<file path="src/logic/ldo_discharge_defs.vh">
// Constants for the auxiliary regulator three control and discharge registers.
// Assumes a plain byte-wide register port: 8-bit address, 8-bit data.
`ifndef LDO_DISCHARGE_DEFS_VH
`define LDO_DISCHARGE_DEFS_VH

// ==========================================================================
// Register offsets
`define AUX3_CTRL_ADDR 8'h29
`define DISCH_ONE_ADDR 8'h40
`define DISCH_TWO_ADDR 8'h41
`define DISCH_THREE_ADDR 8'h42

// ==========================================================================
// Auxiliary regulator three control fields
`define AUX3_SLEEP_HI 5
`define AUX3_SLEEP_LO 4
`define AUX3_RSVD_HI 3
`define AUX3_RSVD_LO 1
`define AUX3_ENABLE_BIT 0
`define SLEEP_SEL_OFF 2'h0
`define SLEEP_SEL_ON 2'h3
`define AUX3_RSVD_PATTERN 3'h6
`define AUX3_WRITE_MASK 8'h3F

// ==========================================================================
// Discharge encodings
`define PULLDOWN_NONE 2'h0
`define PULLDOWN_100R 2'h1
`define PULLDOWN_200R 2'h2
`define PULLDOWN_500R 2'h3
`define DISCH_THREE_MASK 8'h3F
`define FIELDS_PER_REG 4
`define FIELD_WIDTH 2
`define SLOT_ONE_LO 0
`define SLOT_TWO_LO 2
`define SLOT_THREE_LO 4
`define SLOT_FOUR_LO 6

// ==========================================================================
// Rail indices in the rail enable vector
`define RAIL_BUCK_ONE 0
`define RAIL_BUCK_TWO 1
`define RAIL_BUCK_THREE 2
`define RAIL_BUCK_FOUR 3
`define RAIL_BUCK_FIVE 4
`define RAIL_BUCK_SIX 5
`define RAIL_SWITCH_A1 6
`define RAIL_AUX_TWO 7
`define RAIL_AUX_THREE 8
`define RAIL_SWITCH_B1 9
`define RAIL_SWITCH_B2 10
`define RAIL_COUNT 11

`endif

</file>
<file path="src/logic/ldo_sleep_and_discharge_regs.v">
// Control registers for auxiliary regulator three and the rail discharge fields.
// Assumes a synchronous byte register port and factory values presented at FACT_LOAD_I.
//
// Summary of operation
// - Control at 29h; 7:6 RO, 5:4 sleep, 0 enable
// - Sleep 00 normal code; 11 sleep code when pin low
// - Factory picks sleep pin one or two
// - Enable bit 0 forces regulator off, overriding pins
// - Discharge codes: none, 100, 200, 500 ohms
// - Discharge field clears when its rail enables
// - Discharge one at 40h: bucks four..one
// - Discharge two at 41h: aux two, A1, six, five
// - Discharge three at 42h: B2, B1, aux three; 7:6 zero
//
// Register map
//   29h: 7:6 read zero, 5:4 sleep select, 3:1 stored as written, 0 enable
//   40h: buck four, buck three, buck two, buck one, high pair first
//   41h: aux two, switch A1, buck six, buck five, high pair first
//   42h: 7:6 read zero, then switch B2, switch B1, aux three
//
// Timing
//   A write lands at the edge that samples WR_I; a read answers one cycle later.
//   RDATA_O holds until the next read, RVALID_O stands for one cycle.
//   CE_I low freezes every register, the read answer included.
//
// Limitations
//   Registers read zero after reset until FACT_LOAD_I delivers the factory image or software writes them.
//   Sleep codes 01 and 10 are stored but steer like 00.
//   The discharge clear follows the rising rail enable, so software may
//   arm a pull-down again while its rail stays on.
`timescale 1ns/1ps
`default_nettype none
`include "ldo_discharge_defs.vh"

module ldo_sleep_and_discharge_regs
#(
  parameter RAILS = `RAIL_COUNT
)
(
  // Clock, reset, enable
  input wire CLK_I,
  input wire RESET_I,
  input wire CE_I,
  // Register port
  input wire [7:0] ADDR_I,
  input wire WR_I,
  input wire RD_I,
  input wire [7:0] WDATA_I,
  output reg [7:0] RDATA_O,
  output reg RVALID_O,
  // Factory configuration
  input wire FACT_LOAD_I,
  input wire FACT_PIN_SEL_I,
  input wire [7:0] FACT_AUX3_I,
  input wire [7:0] FACT_DISCH_ONE_I,
  input wire [7:0] FACT_DISCH_TWO_I,
  input wire [7:0] FACT_DISCH_THREE_I,
  // Sleep pins and pin requests
  input wire SLEEP_PIN_ONE_I,
  input wire SLEEP_PIN_TWO_I,
  input wire AUX3_PIN_REQ_I,
  // Rail enables
  input wire [RAILS-1:0] RAIL_EN_I,
  // Regulator controls
  output reg AUX3_ON_O,
  output reg AUX3_USE_SLEEP_O,
  output wire [3*RAILS-1:0] PULLDOWN_SEL_O
);

  // ========================================================================
  // Storage
  reg [7:0] aux3_r;
  reg pin_sel_r;
  wire [2*RAILS-1:0] fields;
  wire wr_aux3 = WR_I & (ADDR_I == `AUX3_CTRL_ADDR);
  wire wr_one = WR_I & (ADDR_I == `DISCH_ONE_ADDR);
  wire wr_two = WR_I & (ADDR_I == `DISCH_TWO_ADDR);
  wire wr_three = WR_I & (ADDR_I == `DISCH_THREE_ADDR);

  // ========================================================================
  // Discharge fields, one per rail; each sits in fields at twice its rail index
  // Buck one: 40h, lowest pair
  pulldown_field u_buck_one
  (
    .clk_i(CLK_I),
    .reset_i(RESET_I),
    .ce_i(CE_I),
    .load_i(FACT_LOAD_I),
    .load_val_i(FACT_DISCH_ONE_I[`SLOT_ONE_LO +: `FIELD_WIDTH]),
    .wr_i(wr_one),
    .wr_val_i(WDATA_I[`SLOT_ONE_LO +: `FIELD_WIDTH]),
    .rail_en_i(RAIL_EN_I[`RAIL_BUCK_ONE]),
    .field_o(fields[2 * `RAIL_BUCK_ONE +: `FIELD_WIDTH])
  );
  // Buck two: 40h, second pair
  pulldown_field u_buck_two
  (
    .clk_i(CLK_I),
    .reset_i(RESET_I),
    .ce_i(CE_I),
    .load_i(FACT_LOAD_I),
    .load_val_i(FACT_DISCH_ONE_I[`SLOT_TWO_LO +: `FIELD_WIDTH]),
    .wr_i(wr_one),
    .wr_val_i(WDATA_I[`SLOT_TWO_LO +: `FIELD_WIDTH]),
    .rail_en_i(RAIL_EN_I[`RAIL_BUCK_TWO]),
    .field_o(fields[2 * `RAIL_BUCK_TWO +: `FIELD_WIDTH])
  );
  // Buck three: 40h, third pair
  pulldown_field u_buck_three
  (
    .clk_i(CLK_I),
    .reset_i(RESET_I),
    .ce_i(CE_I),
    .load_i(FACT_LOAD_I),
    .load_val_i(FACT_DISCH_ONE_I[`SLOT_THREE_LO +: `FIELD_WIDTH]),
    .wr_i(wr_one),
    .wr_val_i(WDATA_I[`SLOT_THREE_LO +: `FIELD_WIDTH]),
    .rail_en_i(RAIL_EN_I[`RAIL_BUCK_THREE]),
    .field_o(fields[2 * `RAIL_BUCK_THREE +: `FIELD_WIDTH])
  );
  // Buck four: 40h, top pair
  pulldown_field u_buck_four
  (
    .clk_i(CLK_I),
    .reset_i(RESET_I),
    .ce_i(CE_I),
    .load_i(FACT_LOAD_I),
    .load_val_i(FACT_DISCH_ONE_I[`SLOT_FOUR_LO +: `FIELD_WIDTH]),
    .wr_i(wr_one),
    .wr_val_i(WDATA_I[`SLOT_FOUR_LO +: `FIELD_WIDTH]),
    .rail_en_i(RAIL_EN_I[`RAIL_BUCK_FOUR]),
    .field_o(fields[2 * `RAIL_BUCK_FOUR +: `FIELD_WIDTH])
  );
  // Buck five: 41h, lowest pair
  pulldown_field u_buck_five
  (
    .clk_i(CLK_I),
    .reset_i(RESET_I),
    .ce_i(CE_I),
    .load_i(FACT_LOAD_I),
    .load_val_i(FACT_DISCH_TWO_I[`SLOT_ONE_LO +: `FIELD_WIDTH]),
    .wr_i(wr_two),
    .wr_val_i(WDATA_I[`SLOT_ONE_LO +: `FIELD_WIDTH]),
    .rail_en_i(RAIL_EN_I[`RAIL_BUCK_FIVE]),
    .field_o(fields[2 * `RAIL_BUCK_FIVE +: `FIELD_WIDTH])
  );
  // Buck six: 41h, second pair
  pulldown_field u_buck_six
  (
    .clk_i(CLK_I),
    .reset_i(RESET_I),
    .ce_i(CE_I),
    .load_i(FACT_LOAD_I),
    .load_val_i(FACT_DISCH_TWO_I[`SLOT_TWO_LO +: `FIELD_WIDTH]),
    .wr_i(wr_two),
    .wr_val_i(WDATA_I[`SLOT_TWO_LO +: `FIELD_WIDTH]),
    .rail_en_i(RAIL_EN_I[`RAIL_BUCK_SIX]),
    .field_o(fields[2 * `RAIL_BUCK_SIX +: `FIELD_WIDTH])
  );
  // Switch A1: 41h, third pair
  pulldown_field u_switch_a1
  (
    .clk_i(CLK_I),
    .reset_i(RESET_I),
    .ce_i(CE_I),
    .load_i(FACT_LOAD_I),
    .load_val_i(FACT_DISCH_TWO_I[`SLOT_THREE_LO +: `FIELD_WIDTH]),
    .wr_i(wr_two),
    .wr_val_i(WDATA_I[`SLOT_THREE_LO +: `FIELD_WIDTH]),
    .rail_en_i(RAIL_EN_I[`RAIL_SWITCH_A1]),
    .field_o(fields[2 * `RAIL_SWITCH_A1 +: `FIELD_WIDTH])
  );
  // Aux regulator two: 41h, top pair
  pulldown_field u_aux_two
  (
    .clk_i(CLK_I),
    .reset_i(RESET_I),
    .ce_i(CE_I),
    .load_i(FACT_LOAD_I),
    .load_val_i(FACT_DISCH_TWO_I[`SLOT_FOUR_LO +: `FIELD_WIDTH]),
    .wr_i(wr_two),
    .wr_val_i(WDATA_I[`SLOT_FOUR_LO +: `FIELD_WIDTH]),
    .rail_en_i(RAIL_EN_I[`RAIL_AUX_TWO]),
    .field_o(fields[2 * `RAIL_AUX_TWO +: `FIELD_WIDTH])
  );
  // Aux regulator three: 42h, lowest pair
  pulldown_field u_aux_three
  (
    .clk_i(CLK_I),
    .reset_i(RESET_I),
    .ce_i(CE_I),
    .load_i(FACT_LOAD_I),
    .load_val_i(FACT_DISCH_THREE_I[`SLOT_ONE_LO +: `FIELD_WIDTH]),
    .wr_i(wr_three),
    .wr_val_i(WDATA_I[`SLOT_ONE_LO +: `FIELD_WIDTH]),
    .rail_en_i(RAIL_EN_I[`RAIL_AUX_THREE]),
    .field_o(fields[2 * `RAIL_AUX_THREE +: `FIELD_WIDTH])
  );
  // Switch B1: 42h, second pair
  pulldown_field u_switch_b1
  (
    .clk_i(CLK_I),
    .reset_i(RESET_I),
    .ce_i(CE_I),
    .load_i(FACT_LOAD_I),
    .load_val_i(FACT_DISCH_THREE_I[`SLOT_TWO_LO +: `FIELD_WIDTH]),
    .wr_i(wr_three),
    .wr_val_i(WDATA_I[`SLOT_TWO_LO +: `FIELD_WIDTH]),
    .rail_en_i(RAIL_EN_I[`RAIL_SWITCH_B1]),
    .field_o(fields[2 * `RAIL_SWITCH_B1 +: `FIELD_WIDTH])
  );
  // Switch B2: 42h, third pair; the top pair is never stored
  pulldown_field u_switch_b2
  (
    .clk_i(CLK_I),
    .reset_i(RESET_I),
    .ce_i(CE_I),
    .load_i(FACT_LOAD_I),
    .load_val_i(FACT_DISCH_THREE_I[`SLOT_THREE_LO +: `FIELD_WIDTH]),
    .wr_i(wr_three),
    .wr_val_i(WDATA_I[`SLOT_THREE_LO +: `FIELD_WIDTH]),
    .rail_en_i(RAIL_EN_I[`RAIL_SWITCH_B2]),
    .field_o(fields[2 * `RAIL_SWITCH_B2 +: `FIELD_WIDTH])
  );

  // ========================================================================
  // Resistor selects, one decoder per rail
  genvar g;
  generate
    for (g = 0; g < RAILS; g = g + 1)
    begin : rail
      pulldown_decode u_dec
      (
        .code_i(fields[2*g+1:2*g]),
        .sel_o(PULLDOWN_SEL_O[3*g+2:3*g])
      );
    end
  endgenerate

  // ========================================================================
  // Control register; top bits never stored, so they read zero
  always @(posedge CLK_I or posedge RESET_I)
  begin
    if (RESET_I)
    begin
      aux3_r <= 8'h00;
      pin_sel_r <= 1'b0;
    end
    else if (CE_I)
    begin
      if (FACT_LOAD_I)
      begin
        aux3_r <= FACT_AUX3_I & `AUX3_WRITE_MASK;
        pin_sel_r <= FACT_PIN_SEL_I;
      end
      else if (wr_aux3)
        aux3_r <= WDATA_I & `AUX3_WRITE_MASK;
    end
  end

  // ========================================================================
  // Regulator steering; sleep pins are active low
  wire sleep_pin = pin_sel_r ? SLEEP_PIN_TWO_I : SLEEP_PIN_ONE_I;
  wire sleep_armed = (aux3_r[`AUX3_SLEEP_HI:`AUX3_SLEEP_LO] == `SLEEP_SEL_ON);

  always @(posedge CLK_I or posedge RESET_I)
  begin
    if (RESET_I)
    begin
      AUX3_ON_O <= 1'b0;
      AUX3_USE_SLEEP_O <= 1'b0;
    end
    else if (CE_I)
    begin
      // Cleared enable bit beats any pin request
      AUX3_ON_O <= aux3_r[`AUX3_ENABLE_BIT] & AUX3_PIN_REQ_I;
      // Reserved codes 01/10 behave as normal code
      AUX3_USE_SLEEP_O <= sleep_armed & ~sleep_pin;
    end
  end

  // ========================================================================
  // Read path, one cycle latency; unmapped reads return zero
  reg [7:0] rd_nxt;
  always @*
  begin
    rd_nxt = 8'h00;
    if (ADDR_I == `AUX3_CTRL_ADDR)
      rd_nxt = aux3_r;
    else if (ADDR_I == `DISCH_ONE_ADDR)
      rd_nxt = fields[7:0];
    else if (ADDR_I == `DISCH_TWO_ADDR)
      rd_nxt = fields[15:8];
    else if (ADDR_I == `DISCH_THREE_ADDR)
      rd_nxt = {2'h0, fields[21:16]};
  end

  always @(posedge CLK_I or posedge RESET_I)
  begin
    if (RESET_I)
    begin
      RDATA_O <= 8'h00;
      RVALID_O <= 1'b0;
    end
    else if (CE_I)
    begin
      RVALID_O <= RD_I;
      if (RD_I)
        RDATA_O <= rd_nxt;
    end
  end

endmodule // ldo_sleep_and_discharge_regs
`default_nettype wire

</file>
<file path="src/logic/pulldown_field.v">
// One 2-bit discharge field with a clear on its rail's enable.
// Assumes rail enable is synchronous to clk_i.
`timescale 1ns/1ps
`default_nettype none
`include "ldo_discharge_defs.vh"

module pulldown_field
(
  // Clock and reset
  input wire clk_i,
  input wire reset_i,
  input wire ce_i,
  // Load from factory memory
  input wire load_i,
  input wire [1:0] load_val_i,
  // Software write
  input wire wr_i,
  input wire [1:0] wr_val_i,
  // Rail state
  input wire rail_en_i,
  // Field value
  output reg [1:0] field_o
);

  // ========================================================================
  // Field storage
  reg rail_en_r;
  wire rail_rise = rail_en_i & ~rail_en_r;

  // Enable edge beats a coincident load or write; a later write while the rail stays on still lands
  always @(posedge clk_i or posedge reset_i)
  begin
    if (reset_i)
    begin
      field_o <= `PULLDOWN_NONE;
      rail_en_r <= 1'b0;
    end
    else if (ce_i)
    begin
      rail_en_r <= rail_en_i;
      if (rail_rise | (load_i & rail_en_i))
        field_o <= `PULLDOWN_NONE;
      else if (load_i)
        field_o <= load_val_i;
      else if (wr_i)
        field_o <= wr_val_i;
    end
  end

endmodule // pulldown_field
`default_nettype wire

</file>
<file path="src/logic/pulldown_decode.v">
// Turns a 2-bit discharge code into one-hot resistor selects.
// Purely combinational; output is sampled by the analog side.
`timescale 1ns/1ps
`default_nettype none
`include "ldo_discharge_defs.vh"

module pulldown_decode
(
  // Code in
  input wire [1:0] code_i,
  // Resistor selects: 100, 200, 500 ohm
  output wire [2:0] sel_o
);

  // ========================================================================
  // Decode, none selected for no discharge
  assign sel_o[0] = (code_i == `PULLDOWN_100R);
  assign sel_o[1] = (code_i == `PULLDOWN_200R);
  assign sel_o[2] = (code_i == `PULLDOWN_500R);

endmodule // pulldown_decode
`default_nettype wire

</file>
<file path="config.mk">
export PLATFORM = sky130hd
export DESIGN_NAME = ldo_sleep_and_discharge_regs
export DESIGN_NICKNAME = d
export VERILOG_FILES = /design/src/logic/ldo_sleep_and_discharge_regs.v /design/src/logic/pulldown_field.v /design/src/logic/pulldown_decode.v
export VERILOG_INCLUDE_DIRS = /design/src /design/src/logic
export SDC_FILE = /design/constraint.sdc
export NUM_CORES = 1
export LEC_CHECK = 0
export ABC_AREA = 1
export BUFFER_PORTS_ARGS = -buffer_cell sky130_fd_sc_hd__buf_4
export CAP_MARGIN = 20
export CORE_AREA = 10 10 105 107
export CTS_CLUSTER_DIAMETER = 50
export DETAILED_ROUTE_END_ITERATION = 8
export DIE_AREA = 0 0 115 117
export SKIP_LAST_GASP = 1
export SLEW_MARGIN = 20
export SYNTH_ARGS = -nofsm -noshare
export SYNTH_HDL_FRONTEND = slang
export SYNTH_HIERARCHICAL = 1
export SYNTH_SLANG_ARGS = --single-unit
</file>
<file path="constraint.sdc">
create_clock -name CLK_I -period 1.2 [get_ports CLK_I]
set_input_delay 0.12 -clock CLK_I [delete_from_list [all_inputs] [get_ports CLK_I]]
set_output_delay 0.12 -clock CLK_I [all_outputs]
set_load 0.01 [all_outputs]
</file>
==> flow_results.xml <==
<?xml version="1.0" encoding="UTF-8"?>
<metrics>
  <group name="outcome">
    <metric name="run_status" unit="">completed</metric>
  </group>
  <group name="clocking">
    <metric name="clk_latency" unit="ns">0.30</metric>
    <metric name="clkSinkCount" unit="">51</metric>
    <metric name="cts_buffer_depth" unit="">2</metric>
    <metric name="clk_root_buffer_cell" unit="">sky130_fd_sc_hd__clkbuf_8</metric>
    <metric name="tritoncts" unit="">yes</metric>
    <metric name="cts_htree_levels" unit="">2</metric>
    <metric name="clk_pin_slew" unit="ns">0.09</metric>
    <metric name="numCtsBuffers" unit="">5</metric>
  </group>
  <group name="drt">
    <metric name="post-route-drc-count" unit="">0</metric>
    <metric name="route.vias.total" unit="">3713</metric>
    <metric name="antenna_violating_nets_post_route" unit="">0</metric>
    <metric name="routed_wl" unit="mm">10.6</metric>
    <metric name="routed_wire_length_per_instance" unit="um">13.5</metric>
    <metric name="drt-pass1-iter-count" unit="">4</metric>
    <metric name="first_iter_violations" unit="">252</metric>
    <metric name="route.detailed.vias_per_inst" unit="">4.74</metric>
  </group>
  <group name="worst_setup_path">
    <metric name="cp_data_required_time" unit="ns">1.08</metric>
    <metric name="setup.worst_path.end_class" unit="">output pin</metric>
    <metric name="critical-path-top-delay-family" unit="">flip-flops</metric>
    <metric name="crit_arrival" unit="ns">1.03</metric>
    <metric name="crit_path_top_delay_cell" unit="">sky130_fd_sc_hd__dfrtp_1</metric>
    <metric name="startpoint_type" unit="">flop</metric>
    <metric name="worst-setup-path-type" unit="">flop to output pin</metric>
    <metric name="cp_cell_sequence" unit="">inv_1, nor2_1, buf_4</metric>
    <metric name="path_buf_inv" unit="">2</metric>
    <metric name="critPathMaxFanout" unit="">5</metric>
    <metric name="worst_path_largest_cell_delay" unit="ns">0.44</metric>
  </group>
  <group name="sta">
    <metric name="finalHoldViolCount" unit="">0</metric>
    <metric name="worst-slew-pin-transition" unit="ns">0.315</metric>
    <metric name="final_max_slew_viol_count" unit="">0</metric>
    <metric name="holdWs" unit="ns">0.0429</metric>
    <metric name="fin_skew" unit="ns">0.00439</metric>
    <metric name="finalSetupViolCount" unit="">0</metric>
    <metric name="max_slew_margin" unit="%">79.0</metric>
    <metric name="max_freq" unit="GHz">0.868</metric>
    <metric name="fin_crit" unit="ns">1.15</metric>
    <metric name="rsz_0062_raised_after_global_routing" unit="">yes</metric>
    <metric name="final.period_utilization" unit="%">96.0</metric>
  </group>
  <group name="finish">
    <metric name="syn2layout_area_growth" unit="%">38.0</metric>
    <metric name="fraction_of_layout_instances_using_a_drive_strength_above_1" unit="%">30.6</metric>
    <metric name="mostFrequentLayoutCells" unit="">sky130_fd_sc_hd__nand2_1, sky130_fd_sc_hd__buf_4, sky130_fd_sc_hd__inv_1, sky130_fd_sc_hd__nand3_1, sky130_fd_sc_hd__dfrtp_1</metric>
    <metric name="final_common_cell" unit="">sky130_fd_sc_hd__nand2_1</metric>
    <metric name="layout.nets" unit="">741</metric>
    <metric name="antenna_cells_inserted" unit="">0</metric>
    <metric name="filler_cell_count" unit="">900</metric>
    <metric name="register_area" unit="mm2">0.00129</metric>
    <metric name="multiInputGateArea" unit="mm2">0.00183</metric>
  </group>
  <group name="logic_synthesis">
    <metric name="synth_cell_types" unit="">21</metric>
    <metric name="synthesis.area_per_instance" unit="um2">6.53</metric>
    <metric name="ys.warnings.count" unit="">6</metric>
    <metric name="mappedNetlistNets" unit="">601</metric>
    <metric name="synthesis.instances" unit="">532</metric>
    <metric name="post_synth_instance_area" unit="mm2">0.00347</metric>
    <metric name="ys_seq_elements" unit="">51</metric>
    <metric name="synth.area.top_cells" unit="">sky130_fd_sc_hd__dfrtp_1, sky130_fd_sc_hd__nand2_1, sky130_fd_sc_hd__inv_1</metric>
    <metric name="yosys_top_cell_by_area" unit="">sky130_fd_sc_hd__dfrtp_1</metric>
    <metric name="synthDominantCellAreaShare" unit="%">36.7</metric>
    <metric name="seq_area_frac_synth" unit="%">36.7</metric>
  </group>
  <group name="die">
    <metric name="placeableCoreArea" unit="mm2">0.00902</metric>
    <metric name="die_width" unit="um">115</metric>
    <metric name="boundaryPins" unit="">113</metric>
    <metric name="chip_height" unit="um">117</metric>
    <metric name="die_area" unit="mm2">0.0135</metric>
    <metric name="placement_rows" unit="">35</metric>
    <metric name="floorplan.initialDensity" unit="%">38.5</metric>
  </group>
  <group name="placed_design">
    <metric name="port_buffers" unit="">108</metric>
    <metric name="dp_hpwl" unit="mm">8.77</metric>
    <metric name="weighted_congestion_at_the_end_of_routability_driven_global_placement" unit="">0.926</metric>
  </group>
  <group name="run">
    <metric name="maxCapViolations" unit="">0</metric>
  </group>
  <group name="global_routing">
    <metric name="globalRouteTotalUtil" unit="%">15.6</metric>
    <metric name="grt_overflow" unit="">0</metric>
    <metric name="grt_start_max_net_pins" unit="">45</metric>
    <metric name="initial_antenna_violation_count" unit="">0</metric>
    <metric name="grt_first_pass_wirelength" unit="mm">17.1</metric>
    <metric name="number_of_global_route_vias_before_repair" unit="">3568</metric>
  </group>
  <group name="pwr">
    <metric name="share_seq_of_total_power" unit="%">46.2</metric>
    <metric name="netSwitchingFraction" unit="%">30.0</metric>
    <metric name="p_sw" unit="mW">1.32</metric>
    <metric name="peakVddDrop" unit="mV">0.544</metric>
    <metric name="p_total" unit="mW">4.40</metric>
    <metric name="clock_power_share" unit="%">28.0</metric>
    <metric name="internal_power" unit="mW">3.08</metric>
    <metric name="static-leakage-power" unit="nW">2.85</metric>
    <metric name="power.combinational.fraction" unit="%">25.8</metric>
    <metric name="power.density_cell_area" unit="mW/mm2">919</metric>
  </group>
  <group name="worst_hold_path">
    <metric name="hold_class" unit="">primary input to flop</metric>
  </group>
</metrics>
[registers in the layout (all words and copies together), names as in the netlist, 2 cells and up]
signal,flops
u_buck_six/field_o,2
u_switch_b2/field_o,2
u_buck_one/field_o,2
u_buck_five/field_o,2
u_buck_two/field_o,2
RDATA_O,8
u_switch_a1/field_o,2
u_switch_b1/field_o,2
u_buck_three/field_o,2
aux3_r,6
u_aux_three/field_o,2
u_buck_four/field_o,2
u_aux_two/field_o,2
[logic make-up after synthesis]
logic type	Yosys count	share of synthesized area, %
compound gates	27	4.21
buf+inv	96	10.9
flops	51	36.7
mux	7	2.27
simple gates	351	45.9
[metrics by stage]
stage          setup slack, ns  std cells  util (%)  TNS [ns]  instance area (um2)
6_report                0.0481        784      53.1         0                 4790
5_1_grt                -0.0456        784      53.1   -0.0495                 4790
4_1_cts                 0.0250        780      52.6         0                 4740
3_5_place_dp            -0.102        771      51.2     -1.52                 4620
3_3_place_gp           -0.0634        771      51.2     -1.11                 4620
2_1_floorplan          0.00105        532         -         0                 3480
[metal layers]
layer  routed length, um  global-route usage [%]
met1                4640                    19.1
met2                5220                    26.8
met3                 598                    3.82
met4                 129                    3.88
met5                   0                       0
[power groups by stage]
stage	Sequential (mW)	Clock, mW	Combinational [mW]
6_report	2.03	1.23	1.14
5_1_grt	2.06	1.36	1.28
4_1_cts	2.03	1.27	1.13
3_5_place_dp	2.06	0	1.12
3_3_place_gp	2.06	0	1.10
2_1_floorplan	2.01	0	0.556
[cell type report]
type	instances	share of cell area (%)
Multi-Input combinational cell	385	38.2
Clock buffer	6	1.72
Clock inverter	2	0.731
Sequential cell	51	27.0
Inverter	92	7.23
Tap cell	111	2.90
Timing Repair Buffer	137	22.3
[cell usage after synthesis]
| library cell | number |
|---|---|
| sky130_fd_sc_hd__nand2_2 | 6 |
| sky130_fd_sc_hd__and2_1 | 6 |
| sky130_fd_sc_hd__dfrtp_1 | 51 |
| sky130_fd_sc_hd__buf_6 | 2 |
| sky130_fd_sc_hd__o21ai_0 | 15 |
| sky130_fd_sc_hd__o21ai_1 | 11 |
| sky130_fd_sc_hd__nand4_2 | 1 |
| sky130_fd_sc_hd__nand2_1 | 212 |
| sky130_fd_sc_hd__clkinv_2 | 1 |
| sky130_fd_sc_hd__inv_1 | 85 |
| sky130_fd_sc_hd__nor2_1 | 34 |
| sky130_fd_sc_hd__nand2_4 | 3 |
| sky130_fd_sc_hd__nor2_2 | 15 |
| sky130_fd_sc_hd__nand3_1 | 40 |
| sky130_fd_sc_hd__mux2_2 | 7 |
| sky130_fd_sc_hd__nand4_1 | 29 |
| sky130_fd_sc_hd__buf_2 | 2 |
| sky130_fd_sc_hd__nor2_4 | 3 |
| sky130_fd_sc_hd__inv_2 | 6 |
| sky130_fd_sc_hd__o21ai_4 | 1 |
| sky130_fd_sc_hd__nor2_8 | 2 |
[worst reg2reg max path, delay by kind of cell (launching register included)]
kind                   cells  cell delay [ns]
AND/OR/NAND/NOR            4             0.29
flip-flops                 1             0.43
buffers and inverters      1             0.15
[what timing repair did]
action / 4_1_cts / 5_1_grt
endpoints found under the setup margin: 0 / 22
hold endpoints to repair: 38 / 0
hold buffers: 1 / 0
buffers inserted: 0 / 4
gates resized for setup: 0 / 14
[final timing paths]
| kind | depth (start not counted) | to | slack, ns | startpoint |
|---|---|---|---|---|
| setup / recovery | 3 | PULLDOWN_SEL_O[31] | 0.05 | u_switch_b2/field_o[1]$_DFFE_PP0P_ |
| hold / removal | 2 | pin_sel_r$_DFFE_PP0P_ | 0.04 | FACT_PIN_SEL_I |
| setup reg to reg | 5 | RDATA_O[2]$_DFFE_PP0P_ | 0.22 | u_buck_six/field_o[0]$_DFFE_PP0P_ |
| hold reg to reg | 2 | RDATA_O[7]$_DFFE_PP0P_ | 0.49 | RDATA_O[7]$_DFFE_PP0P_ |
| max in group asynchronous | 4 | RDATA_O[3]$_DFFE_PP0P_ | 0.37 | RESET_I |
| min in group asynchronous | 3 | u_buck_six/rail_en_r$_DFFE_PP0P_ | 0.33 | RESET_I |
No activity file was read; power rests on OpenSTA's default activity.
